## src/fe_line_pkg.sv

```systemverilog
// Constants for the 100BASE-TX line coding block.
// Assumes a single 125 MHz symbol clock shared by all stages.
package fe_line_pkg;
    localparam int          CLK_PERIOD_NS = 8;
    localparam int          SYM_BITS      = 5;
    localparam int          NIB_BITS      = 4;
    // One MII nibble lasts one code-group, i.e. five symbol cycles
    localparam int          NIB_CYCLES    = 5;
    localparam logic [2:0]  NIB_CNT_LAST  = 3'h4;
    localparam logic [2:0]  NIB_CNT_RST   = 3'h0;

    localparam logic [4:0]  CG_IDLE       = 5'h1f;
    localparam logic [4:0]  CG_J          = 5'h18;
    localparam logic [4:0]  CG_K          = 5'h11;
    localparam logic [4:0]  CG_T          = 5'h0d;
    localparam logic [4:0]  CG_R          = 5'h07;

    localparam int          LFSR_BITS     = 11;
    localparam int          LFSR_TAP_HI   = 10;
    localparam int          LFSR_TAP_LO   = 8;
    localparam logic [10:0] LFSR_RST      = 11'h7ff;

    // Signal detect: steady activity, not isolated link pulses
    localparam int          SD_GAP_NS     = 256;
    localparam int          SD_GAP_CYC    = SD_GAP_NS / CLK_PERIOD_NS;
    localparam int          SD_RUN_EDGES  = 64;

    typedef enum logic [1:0] {TX_IDLE, TX_K, TX_DATA, TX_R} tx_state_e;
endpackage

```

## src/rx_line_if.sv

```systemverilog
// Receive symbols and status passed from the decoder to the top.
// Assumes both ends run on the same symbol clock.
`timescale 1ns/1ns
interface rx_line_if;
    logic [4:0] symbol;
    logic       symbol_valid;
    logic       nrz_bit;
    logic       sig_det;

    modport dec (output symbol, output symbol_valid, output nrz_bit,
                 output sig_det);
    modport pcs (input symbol, input symbol_valid, input nrz_bit,
                 input sig_det);
endinterface

```

## src/rx_mlt3_decoder.sv

```systemverilog
// Receive chain: MLT-3 to NRZI to NRZ, 5-bit symbols, signal detect.
// Assumes equalised line levels arrive as two synchronous binary inputs.
`timescale 1ns/1ns
module rx_mlt3_decoder #(
    parameter int SD_EDGES = fe_line_pkg::SD_RUN_EDGES
) (
    input  wire logic clk,
    input  wire logic rst,
    input  wire logic line_pos,
    input  wire logic line_neg,
    rx_line_if.dec    rx
);
    // Edge and gap counters are eight bits; one edge alone proves nothing
    if (SD_EDGES < 2 || SD_EDGES > 255) begin
        $error("SD_EDGES out of range");
    end

    logic [1:0] level_r;
    logic       nrzi_r;
    logic       nrzi_d_r;
    logic [4:0] shift_r;
    logic [2:0] cnt_r;
    logic [4:0] symbol_r;
    logic       valid_r;
    logic [7:0] gap_r;
    logic [7:0] edges_r;
    logic       sd_r;

    wire  [1:0] level_now = {line_pos, line_neg};
    wire        mlt_edge  = level_now != level_r;
    wire        nrz_bit   = nrzi_r ^ nrzi_d_r;
    wire        cnt_wrap  = cnt_r == fe_line_pkg::NIB_CNT_LAST;
    wire        gap_over  = gap_r >= 8'(fe_line_pkg::SD_GAP_CYC);

    always_ff @(posedge clk or posedge rst) begin
        if (rst) begin
            level_r  <= 2'h0;
            nrzi_r   <= 1'b0;
            nrzi_d_r <= 1'b0;
        end else begin
            level_r  <= level_now;
            nrzi_r   <= nrzi_r ^ mlt_edge; // RQ14
            nrzi_d_r <= nrzi_r;
        end
    end

    // Symbols are unaligned; alignment happens downstream
    always_ff @(posedge clk or posedge rst) begin
        if (rst) begin
            shift_r  <= 5'h00;
            cnt_r    <= fe_line_pkg::NIB_CNT_RST;
            symbol_r <= 5'h00;
            valid_r  <= 1'b0;
        end else begin
            shift_r  <= {shift_r[3:0], nrz_bit}; // RQ16
            cnt_r    <= cnt_wrap ? fe_line_pkg::NIB_CNT_RST : cnt_r + 3'h1;
            valid_r  <= cnt_wrap; // RQ16
            if (cnt_wrap)
                symbol_r <= shift_r;
        end
    end

    // Isolated link pulses, two edges each, never build a long enough run of edges while SD_EDGES is above 2
    always_ff @(posedge clk or posedge rst) begin
        if (rst) begin
            gap_r   <= 8'h00;
            edges_r <= 8'h00;
            sd_r    <= 1'b0;
        end else begin
            gap_r <= mlt_edge ? 8'h00 : (gap_over ? gap_r : gap_r + 8'h01);
            if (gap_over)
                edges_r <= 8'h00; // RQ13
            else if (mlt_edge && edges_r != 8'(SD_EDGES))
                edges_r <= edges_r + 8'h01;
            sd_r <= !gap_over && edges_r == 8'(SD_EDGES); // RQ13
        end
    end

    assign rx.symbol       = symbol_r;
    assign rx.symbol_valid = valid_r;
    assign rx.nrz_bit      = nrz_bit; // RQ15
    assign rx.sig_det      = sd_r;
endmodule

```

## src/fast_ethernet_line_coding.sv

```systemverilog
// 100BASE-TX line coding: 4B/5B, scrambler, NRZI, MLT-3 and receive chain.
// Assumes MII inputs are synchronous to clk and sampled on the nibble strobe.
`timescale 1ns/1ns

// How it works
// RQ1: First two preamble nibbles go out as J 11000 then K 10001.
// RQ2: Later preamble and data nibbles use the 4B/5B table.
// RQ3: When transmit enable drops, send T 01101 then R 00111.
// RQ4: After R, send IDLE until transmit enable returns.
// RQ5: IDLE code-group is 11111.
// RQ6: Scrambler is a closed-loop 11-bit LFSR.
// RQ7: Scrambler bit XORs the serial NRZ bit.
// RQ8: Scrambler seed comes from the five address straps.
// RQ9: Scrambled stream is NRZI encoded before MLT-3.
// RQ10: NRZI split into two drive streams with alternating one events.
// RQ11: Only MLT-3 output exists; no binary output mode.
// RQ12: Receive turns the MLT-3 stream into symbols toward the MII side.
// RQ13: Signal detect stays low for link pulses alone.
// RQ14: MLT-3 receive levels decode to NRZI.
// RQ15: NRZI decodes to NRZ for the descrambler.
// RQ16: Serial bits group into 5-bit symbols for the receive PCS.
// RQ17: NRZI toggles on one, holds on zero; decoder flags level changes.
// RQ18: One bit per 125 MHz cycle; reset clears scrambler and coders.
module fast_ethernet_line_coding (
    input  wire logic       clk,
    input  wire logic       rst,
    input  wire logic [4:0] phy_address_straps,
    input  wire logic       tx_en,
    input  wire logic [3:0] txd,
    output logic            tx_nibble_stb,
    output logic            mlt3_pos,
    output logic            mlt3_neg,
    input  wire logic       rx_line_pos,
    input  wire logic       rx_line_neg,
    output logic [4:0]      rx_symbol,
    output logic            rx_symbol_valid,
    output logic            rx_nrz,
    output logic            signal_detect
);
    function automatic logic [4:0] enc4b5b(input logic [3:0] nib);
        logic [4:0] cg;
        cg = fe_line_pkg::CG_IDLE;
        unique case (nib)
            4'h0: cg = 5'h1e;
            4'h1: cg = 5'h09;
            4'h2: cg = 5'h14;
            4'h3: cg = 5'h15;
            4'h4: cg = 5'h0a;
            4'h5: cg = 5'h0b;
            4'h6: cg = 5'h0e;
            4'h7: cg = 5'h0f;
            4'h8: cg = 5'h12;
            4'h9: cg = 5'h13;
            4'ha: cg = 5'h16;
            4'hb: cg = 5'h17;
            4'hc: cg = 5'h1a;
            4'hd: cg = 5'h1b;
            4'he: cg = 5'h1c;
            4'hf: cg = 5'h1d;
        endcase
        return cg;
    endfunction

    fe_line_pkg::tx_state_e state_r;
    fe_line_pkg::tx_state_e state_nxt;
    logic [4:0]             cg_nxt;
    logic [2:0]             nib_cnt_r;
    logic [4:0]             shift_r;
    logic [10:0]            lfsr_r;
    logic                   seed_pend_r;
    logic                   nrzi_r;
    logic                   nrzi_d_r;
    logic [1:0]             phase_r;
    logic                   pos_r;
    logic                   neg_r;

    // Nibble rate enable: one code-group per five symbol cycles
    wire nib_stb = nib_cnt_r == fe_line_pkg::NIB_CNT_LAST;

    always_ff @(posedge clk or posedge rst) begin
        if (rst)
            nib_cnt_r <= fe_line_pkg::NIB_CNT_RST;
        else
            nib_cnt_r <= nib_stb ? fe_line_pkg::NIB_CNT_RST
                                 : nib_cnt_r + 3'h1;
    end

    always_comb begin
        state_nxt = state_r;
        cg_nxt    = fe_line_pkg::CG_IDLE; // RQ5
        unique case (state_r)
            fe_line_pkg::TX_IDLE: begin
                if (tx_en) begin
                    cg_nxt    = fe_line_pkg::CG_J; // RQ1
                    state_nxt = fe_line_pkg::TX_K;
                end else begin
                    cg_nxt    = fe_line_pkg::CG_IDLE; // RQ4
                end
            end
            fe_line_pkg::TX_K: begin
                cg_nxt    = fe_line_pkg::CG_K; // RQ1
                state_nxt = fe_line_pkg::TX_DATA;
            end
            fe_line_pkg::TX_DATA: begin
                if (tx_en) begin
                    cg_nxt    = enc4b5b(txd); // RQ2
                end else begin
                    cg_nxt    = fe_line_pkg::CG_T; // RQ3
                    state_nxt = fe_line_pkg::TX_R;
                end
            end
            fe_line_pkg::TX_R: begin
                cg_nxt    = fe_line_pkg::CG_R; // RQ3
                state_nxt = fe_line_pkg::TX_IDLE;
            end
        endcase
    end

    // Code-groups leave MSB first, one bit per symbol clock
    always_ff @(posedge clk or posedge rst) begin
        if (rst) begin
            state_r <= fe_line_pkg::TX_IDLE;
            shift_r <= fe_line_pkg::CG_IDLE; // RQ18
        end else if (nib_stb) begin
            state_r <= state_nxt;
            shift_r <= cg_nxt;
        end else begin
            shift_r <= {shift_r[3:0], 1'b1}; // RQ18
        end
    end

    // Straps are caught one cycle after reset release, never by reset
    wire [10:0] strap_seed = {phy_address_straps, ~phy_address_straps,
                              1'b1};
    wire        lfsr_fb    = lfsr_r[fe_line_pkg::LFSR_TAP_HI]
                           ^ lfsr_r[fe_line_pkg::LFSR_TAP_LO];
    wire        nrz_bit    = shift_r[4];
    wire        scr_bit    = nrz_bit ^ lfsr_fb; // RQ7

    always_ff @(posedge clk or posedge rst) begin
        if (rst) begin
            lfsr_r      <= fe_line_pkg::LFSR_RST; // RQ18
            seed_pend_r <= 1'b1;
        end else if (seed_pend_r) begin
            lfsr_r      <= strap_seed; // RQ8
            seed_pend_r <= 1'b0;
        end else begin
            lfsr_r      <= {lfsr_r[9:0], lfsr_fb}; // RQ6
        end
    end

    // MLT-3 phase steps on every NRZI transition: 0, +, 0, -
    wire       nrzi_edge = nrzi_r != nrzi_d_r;
    wire [1:0] phase_nxt = nrzi_edge ? phase_r + 2'h1 : phase_r;

    always_ff @(posedge clk or posedge rst) begin
        if (rst) begin
            nrzi_r   <= 1'b0;
            nrzi_d_r <= 1'b0;
            phase_r  <= 2'h0;
            pos_r    <= 1'b0;
            neg_r    <= 1'b0;
        end else begin
            nrzi_r   <= nrzi_r ^ scr_bit; // RQ9 RQ17
            nrzi_d_r <= nrzi_r;
            phase_r  <= phase_nxt;
            pos_r    <= phase_nxt == 2'h1; // RQ10
            neg_r    <= phase_nxt == 2'h3; // RQ10
        end
    end

    // No bypass path: the line only ever sees the MLT-3 pair
    assign mlt3_pos      = pos_r; // RQ11
    assign mlt3_neg      = neg_r; // RQ11
    assign tx_nibble_stb = nib_stb;

    rx_line_if rx_bus ();

    rx_mlt3_decoder #(
        .SD_EDGES (fe_line_pkg::SD_RUN_EDGES)
    ) u_rx (
        .clk      (clk),
        .rst      (rst),
        .line_pos (rx_line_pos),
        .line_neg (rx_line_neg),
        .rx       (rx_bus.dec)
    );

    // Nibble conversion lives past the descrambler and aligner
    assign rx_symbol       = rx_bus.symbol; // RQ12
    assign rx_symbol_valid = rx_bus.symbol_valid;
    assign rx_nrz          = rx_bus.nrz_bit;
    assign signal_detect   = rx_bus.sig_det;
endmodule

```

## config.mk

```make
export PLATFORM = sky130hd
export DESIGN_NAME = fast_ethernet_line_coding
export DESIGN_NICKNAME = d
export VERILOG_FILES = /design/src/fe_line_pkg.sv /design/src/rx_line_if.sv /design/src/rx_mlt3_decoder.sv /design/src/fast_ethernet_line_coding.sv
export SDC_FILE = /design/constraint.sdc
export NUM_CORES = 1
export LEC_CHECK = 0
export BUFFER_PORTS_ARGS = -buffer_cell sky130_fd_sc_hd__buf_2
export CAP_MARGIN = 20
export CORE_ASPECT_RATIO = 0.5
export CORE_MARGIN = 10
export CORE_UTILIZATION = 58
export CTS_CLUSTER_SIZE = 30
export DETAILED_ROUTE_END_ITERATION = 16
export PLACE_DENSITY_LB_ADDON = 0.05
export SLEW_MARGIN = 15
export SYNTH_ARGS = -nofsm -noshare
export SYNTH_HDL_FRONTEND = slang
export SYNTH_SLANG_ARGS = --single-unit
export TNS_END_PERCENT = 1
```

## constraint.sdc

```tcl
create_clock -name clk -period 2.8 [get_ports clk]
set_clock_uncertainty 0.15 [all_clocks]
set_input_delay 0.56 -clock clk [delete_from_list [all_inputs] [get_ports clk]]
set_output_delay 0.56 -clock clk [all_outputs]
set_load 0.01 [all_outputs]
```

==> results of run 1 <==
-- logic make-up after synthesis --
kind of cell	Yosys count	synth area share [%]
XOR/XNOR	20	7.04
multiplexers	18	7.13
AND/OR/NAND/NOR	59	10.7
buffers and inverters	23	3.24
flip-flops	63	59.1
other	1	0.139
adder cells (fa/ha/maj)	12	5.56
AO/OA/AOI/OAI	27	7.04
-- placed cells by master, fill, tap and decap left out, types with 2 or more instances in the layout --
cell,instances
sky130_fd_sc_hd__a211oi_1,3
sky130_fd_sc_hd__a21oi_1,6
sky130_fd_sc_hd__and2_1,4
sky130_fd_sc_hd__and3_2,2
sky130_fd_sc_hd__buf_2,24
sky130_fd_sc_hd__bufinv_16,2
sky130_fd_sc_hd__clkbuf_8,10
sky130_fd_sc_hd__clkinvlp_4,2
sky130_fd_sc_hd__dfrtp_1,46
sky130_fd_sc_hd__dfstp_2,17
sky130_fd_sc_hd__ha_1,12
sky130_fd_sc_hd__inv_1,19
sky130_fd_sc_hd__mux2_2,10
sky130_fd_sc_hd__mux2i_1,8
sky130_fd_sc_hd__nand2_1,15
sky130_fd_sc_hd__nand2b_1,3
sky130_fd_sc_hd__nand3_1,4
sky130_fd_sc_hd__nand4_1,3
sky130_fd_sc_hd__nor2_1,18
sky130_fd_sc_hd__nor2b_1,2
sky130_fd_sc_hd__nor3_1,3
sky130_fd_sc_hd__o21ai_0,5
sky130_fd_sc_hd__o311ai_0,2
sky130_fd_sc_hd__xnor2_1,10
sky130_fd_sc_hd__xnor2_2,2
sky130_fd_sc_hd__xor2_1,8
-- per-layer routing --
layer | share of wire [%] | routed length, um
met1 | 50 | 2010
met2 | 41 | 1670
met3 | 7.2 | 289
met4 | 1.7 | 67
met5 | 0 | 0
-- cell type report --
class / instances / area (sq um) / share of cell area [%]
Sequential cell: 63 / 1600 / 51.0
Multi-Input combinational cell: 137 / 1020 / 32.5
Timing Repair Buffer: 25 / 140 / 4.47
Clock buffer: 10 / 138 / 4.39
Clock inverter: 6 / 92.6 / 2.96
Inverter: 20 / 75.1 / 2.40
Tap cell: 57 / 71.3 / 2.28
-- through the flow --
stage / power [mW] / std cells / hold WS [ps] / cell area [sq um]
2_1_floorplan: 1.88 / 223 / 200 / 2700
3_3_place_gp: 2.07 / 302 / 202 / 2900
3_5_place_dp: 2.10 / 302 / 212 / 2900
4_1_cts: 2.99 / 318 / 185 / 3130
5_1_grt: 3.16 / 318 / 201 / 3130
6_report: 2.96 / 318 / 168 / 3130
-- power by group through the flow --
stage | clock (mW) | sequential, mW | combinational [mW]
after floorplan | 0 | 1.35 | 0.531
after global placement | 0 | 1.36 | 0.717
after detailed placement | 0 | 1.37 | 0.732
after CTS | 0.902 | 1.35 | 0.737
after global routing | 0.945 | 1.38 | 0.832
final | 0.886 | 1.35 | 0.725
-- critical path: cells and delay by family, from the launching register on --
kind | cells | cell delay (ps)
adders and majority gates | 1 | 190
and+or+nand+nor | 1 | 200
buffers and inverters | 3 | 350
DFF | 1 | 380
-- state kept, by name (all words and copies together) (netlist names), 2 cells and up --
register	count
shift_r	5
nib_cnt_r	3
u_rx.level_r	2
lfsr_r	11
phase_r	2
u_rx.edges_r	8
u_rx.gap_r	8
u_rx.rx.symbol	5
u_rx.shift_r	5
state_r	2
u_rx.cnt_r	3
-- worst paths after layout --
kind,endpoint,depth (start not counted),slack [ps],start
max,tx_nibble_stb,5,640,nib_cnt_r[0]
max in group asynchronous,lfsr_r[0],3,1680,rst
min in group clk,u_rx.shift_r[2],0,210,u_rx.shift_r[1]
min,nib_cnt_r[2],2,170,rst
max reg2reg,state_r[0],5,1060,state_r[0]
min reg2reg,u_rx.shift_r[2],0,210,u_rx.shift_r[1]
==> results list, run 1 <==
* Result of the run: completed
- For met1 alone, demand over resource in global routing was 14.2%.
* Antenna violations before repair: 0
* Number of buffers between clock root and the deepest sink: 2
* Most area-consuming cells after synthesis: sky130_fd_sc_hd__dfrtp_1 43%, sky130_fd_sc_hd__dfstp_2 17%, sky130_fd_sc_hd__ha_1 5.6%, sky130_fd_sc_hd__mux2_2 4.2%, sky130_fd_sc_hd__xnor2_1 3.2%
* Number of vias per cell after detailed routing: 5.12
- Count of maximum capacitance violations: 0
- Worst ir drop on vdd: 0.679 mV
* Count of vias placed by the detailed router: 1,629
- The total overflow left after global routing is 0.
- Hold repair after CTS inserted 0 buffers.
* Crit path arrival time: 1450 ps
- Remaining DRCs: 0
- For this design, the slowest cell found on the critical path is sky130_fd_sc_hd__dfrtp_1.
* Kind of launch point of the worst setup path: flip-flop
* Most numerous cell in the Yosys netlist: sky130_fd_sc_hd__dfrtp_1
* Detailed router's first-iteration violation count: 85
* Static leakage power: 1.45 nW
- Clock tree synthesis inserted a total of 9 buffers.
- The cell area that synthesis handed to floorplanning was 0.00270 sq mm.
- Of all cell types, the one taking the most synthesized area is sky130_fd_sc_hd__dfrtp_1.
- The region available for standard cell placement spans 0.00445 sq mm.
* H-tree depth: 3
- Most utilized layer in the global route result: met2
- Routability cong.: 0.761
* Worst-skew pair later-pin latency: 340 ps
* Area fraction of the dominant cell type after synthesis: 42.6%
- PwrDens: 945 mW/mm^2
- Post-Syn Nets: 249
- Clock net sink count: 63
- In the final routed layout, each cell accounts on average for 12.7 um.
- Gate count of the mapped netlist: 223
- The floorplan step set the die height to 68.3 um.
- Setup repair after global routing left no endpoint under its margin.
- Sequential fraction of design power: 45.6%
* Most instantiated flip-flop cell in the synthesis netlist: sky130_fd_sc_hd__dfrtp_1
- For the pin with the worst max-slew slack, the measured transition is 648 ps.
- Summing the sequential cell areas from Yosys gives 59.1% of the chip area.
- For this run, the share of the core covered by cells in the final layout is 70.4%.
* Share of the clock period used by the worst path: 77.1%
- Initial core utilization: 60.8%
- Met2 track utilization from global routing: 16.3%
- Share of final-layout standard cells stronger than drive strength 1: 29.5%
- The die covers 0.00796 sq mm.
- After synthesis, the share of flip-flops with an asynchronous set or reset is 100%.
- On the worst path, the slowest cell contributes a delay of 380 ps.
- Antenna viol nets, final: 0
* Clock-pin slew on the worst setup and hold paths: 70 ps
- Before antenna repair, the detailed router went through 6 iterations.
- 0 antenna diodes ended up in the layout.
* # fillers: 316
* Crit Path Category: flip-flop to output pin
- # IOs: 25
* Aggregate routed wire length: 4040 um
- Sw Ratio: 30.2%
* Number of nets in the finished design: 282
* Total setup buffers inserted after CTS: 0
- The root buffer cell chosen for the clock tree is sky130_fd_sc_hd__clkbuf_8.
- Combinational Power Share: 24.5%
- Ordered list of cells on the worst path: inv_1 -> ha_1 -> nand2_1 -> inv_1 -> buf_2
- Synthesized area divided by synthesized cell count: 12.1 sq um
- Internal power: 2.06 mW
* Fraction of power consumed by the clock network: 29.9%
- Number of enable flip-flop cells after synthesis: 0
- Most numerous cell types in the synthesized netlist: 46 x sky130_fd_sc_hd__dfrtp_1, 20 x sky130_fd_sc_hd__inv_1, 18 x sky130_fd_sc_hd__nor2_1
- The number of failing hold endpoints at the final stage is 0.
- Required time at the worst-slack endpoint: 2090 ps
* Peak Freq: 463 MHz
- Setup TNS: 0 ps
- Syn-to-layout area delta: 15.9%
* Maximum fanout along the worst path: 10
- The routed design could run at a clock period as short as 2160 ps.
* Distinct cells, synth: 41
- Once the clock tree was built, the resizer swapped 0 gates to a different size.
* Nature of the critical path endpoint: output pin
- Setup slack on the critical path of the routed design comes to 642 ps.
- Maximum number of pins on one net before global-route repair: 33
* Count of warnings emitted by yosys: 0
- For this run, the total global-route usage over all layers was measured as 11.4%.
* Number of core rows: 17
- First-pass GRT wire length: 6900 um
- Met3 Resource Use GR: 5.32%
- The synthesized design contains 63 register bits.
* Cell type with the highest occurrence count on the critical path: sky130_fd_sc_hd__inv_1
- IO Port Bufs: 24
* Die width: 117 um
- Placement Setup Slack: 961 ps
- Via count of the first global-routing pass: 1,504
* Hold crit path type: input pin to async pin
- Final setup viols: 0
* CTS tree: yes
* Reported net switching power: 0.895 mW
- Summed over all nets, the half-perimeter wirelength after detailed placement is 2900 um.
* Number of pins exceeding their max-slew limit in the final report: 0
- Measured against its own limit, the worst slew margin works out to 56.7%.
Note: power is estimated with default switching activity, not from simulation.
==> inputs of run 2 (changes only) <==
- clock period: 2.8 -> 2.1 ns (I/O delays scaled with it)
==> run 2 against run 1 <==
Net effect:
- clock power increased by 44%
- non-clock buffer count did not move
- global-route usage increased by 1.1 points
- utilization up 0.51 points
==> results list, run 2 (synthesized netlist as in run 1, its figures left out) <==
- Clock net sink count: 63
* Syn-to-layout area delta: 16.7%
- Metal1 wirelength: 2150 um
* First-pass iteration count of the detailed router: 4
- Counting along the longest clock path gives a buffer depth of 2.
- Kind of launch point of the worst setup path: flip-flop
* Antenna violations before repair: 0
* DR WL met2: 1950 um
* Post-CTS Hold Fix Bufs: 0
* H-tree depth: 3
- The die covers 0.00796 sq mm.
- Counting the buffers created by CTS gives 9.
* Nature of the critical path endpoint: output pin
* Hold crit path type: input pin to async pin
- Pwr Total: 4.08 mW
- Post-route cell area: 0.00315 sq mm
- Largest registers ranked by flip-flop count: lfsr_r: 11 flops, u_rx.edges_r: 8 flops, u_rx.gap_r: 8 flops
- In this run the worst path has a maximum fanout of 10.
- In the routed design, unresolved DRC markers number 0.
- Share of final-layout standard cells stronger than drive strength 1: 29.9%
- PwrDens: 1290 mW/mm^2
* RSZ-0062 raised after global routing: no
* Antenna viol nets, final: 0
- The register with the most flip-flops in the layout has 11 of them.
* Required time at the worst-slack endpoint: 1530 ps
- The total area inside the core boundary comes to 0.00445 sq mm.
* CTS tree: yes
- PnR worst setup slack: 164 ps
- For this block, the via count after detailed routing is 1,663.
* Final Hold Violating Endpoints: 0
- The floorplan has 17 rows.
- Clock-pin slew was measured on the worst setup and hold paths at 70 ps.
- Routability cong.: 0.823
- In the global route stage, overall resource usage came out at 12.5%.
- Placement Setup Slack: 359 ps
* Chip Height: 68.3 um
- Met3 WL: 290 um
* Via count of the first global-routing pass: 1,628
* IO Port Bufs: 24
- Max-cap violations in this run came to 0.
* Avg WL per Cell: 13.9 um
- Aggregate routed wire length: 4420 um
- Count of cells along the worst register-to-register path: 5
- Register with the most flip-flops: lfsr_r
* Detailed router's first-iteration violation count: 77
* Total inserted antenna cells: 0
- The flow ran to the end, and the final reports show no timing, DRC or antenna violations.
- After clock tree synthesis, the setup repair step added 0 buffers.
- 25 I/O pins were placed.
- Crit Path Category: flip-flop to output pin
- Based on the critical path, the design can be clocked at up to 516 MHz.
- DR top layer: met4
- In the layout the commonest cells are 46 x sky130_fd_sc_hd__dfrtp_1, 24 x sky130_fd_sc_hd__buf_2, 18 x sky130_fd_sc_hd__inv_1, 18 x sky130_fd_sc_hd__nor2_1, 17 x sky130_fd_sc_hd__dfstp_2.
- Once detailed placement completed, the half-perimeter wirelength came to 2950 um.
- Share of the clock period used by the worst path: 92.2%
- Number of vias per cell after detailed routing: 5.23
* Setup TNS: 0 ps
* Final setup viols: 0
* Die width: 117 um
- Initial core utilization: 60.8%
* Number of pins exceeding their max-slew limit in the final report: 0
* Worst-skew pair later-pin latency: 330 ps
- The clock period could shrink to 1940 ps.
- The first global-routing pass estimated 7540 um of wire.
- For this run, the post-layout net count is 282.
* Placed Area: 0.00291 sq mm
- Most frequent standard cell in the layout excluding fill and tap cells: sky130_fd_sc_hd__dfrtp_1
- Summed over all cells, the static leakage comes to 1.45 nW.
- The tree is rooted in a sky130_fd_sc_hd__clkbuf_8.
- Worst ir drop on vdd: 0.762 mV
- Maximum number of pins on one net before global-route repair: 64
- After global routing the overflow that remains totals 0.
- Crit path arrival time: 1370 ps
[run 2: cell count changes in the layout (fill, tap and decap cells not counted)]
cell and delta:
sky130_fd_sc_hd__bufinv_16 +1, sky130_fd_sc_hd__clkbuf_1 +1, sky130_fd_sc_hd__clkinv_4 -1, sky130_fd_sc_hd__clkinvlp_4 +1, sky130_fd_sc_hd__inv_1 -1, sky130_fd_sc_hd__inv_6 -1
sky130_fd_sc_hd__nand2_1 -1, sky130_fd_sc_hd__nand2_2 +1
[run 2: path summary, 6_finish.rpt]
path                            startpoint  slack, ps                end
setup / recovery              nib_cnt_r[0]        160      tx_nibble_stb
hold / removal                         rst         10  u_rx.rx.symbol[0]
setup reg to reg                state_r[0]        350         state_r[0]
max in group asynchronous              rst       1480         shift_r[1]
min in group clk               rx_line_neg         80    u_rx.level_r[0]
hold reg to reg            u_rx.shift_r[2]        220    u_rx.shift_r[3]
[run 2: worst max-delay path, cell delays in order, from the launching register on]
cell and delay [ps]:
sky130_fd_sc_hd__dfrtp_1 380, sky130_fd_sc_hd__inv_1 60, sky130_fd_sc_hd__ha_1 210, sky130_fd_sc_hd__nand2_2 170, sky130_fd_sc_hd__inv_2 80, sky130_fd_sc_hd__buf_2 140
[run 2: through the flow]
stage	hold slack, ps	cells	utilization, %
floorplan	200	223	-
global placement	200	302	65.4
detailed placement	208	302	65.4
CTS	8.71	318	71.0
global route	14.7	318	71.0
finish	10.9	318	71.0
[run 2: final cells by class]
type	instances	area [sq um]
Clock inverter	5	105
Clock buffer	11	141
Sequential cell	63	1600
Multi-Input combinational cell	137	1020
Inverter	20	78.8
Fill cell	318	1290
Timing Repair Buffer	25	140
Tap cell	57	71.3
[run 2: timing repair]
item,in CTS,in global routing
pin swaps,0,0
endpoints found under the hold margin,0,0
resized for setup,1,1
endpoints found under the setup margin,1,1
[run 2: power breakdown]
part	switching [mW]	internal, mW
clock	0.463	0.821
sequential	0.227	1.57
combinational	0.512	0.480
total	1.20	2.87
[run 2: metal layers]
layer  global-route usage [%]  vias up
met5                        0        -
met4                     3.82        0
met3                     6.98        2
met2                     18.5       40
met1                     15.3      809
li1                         -      812
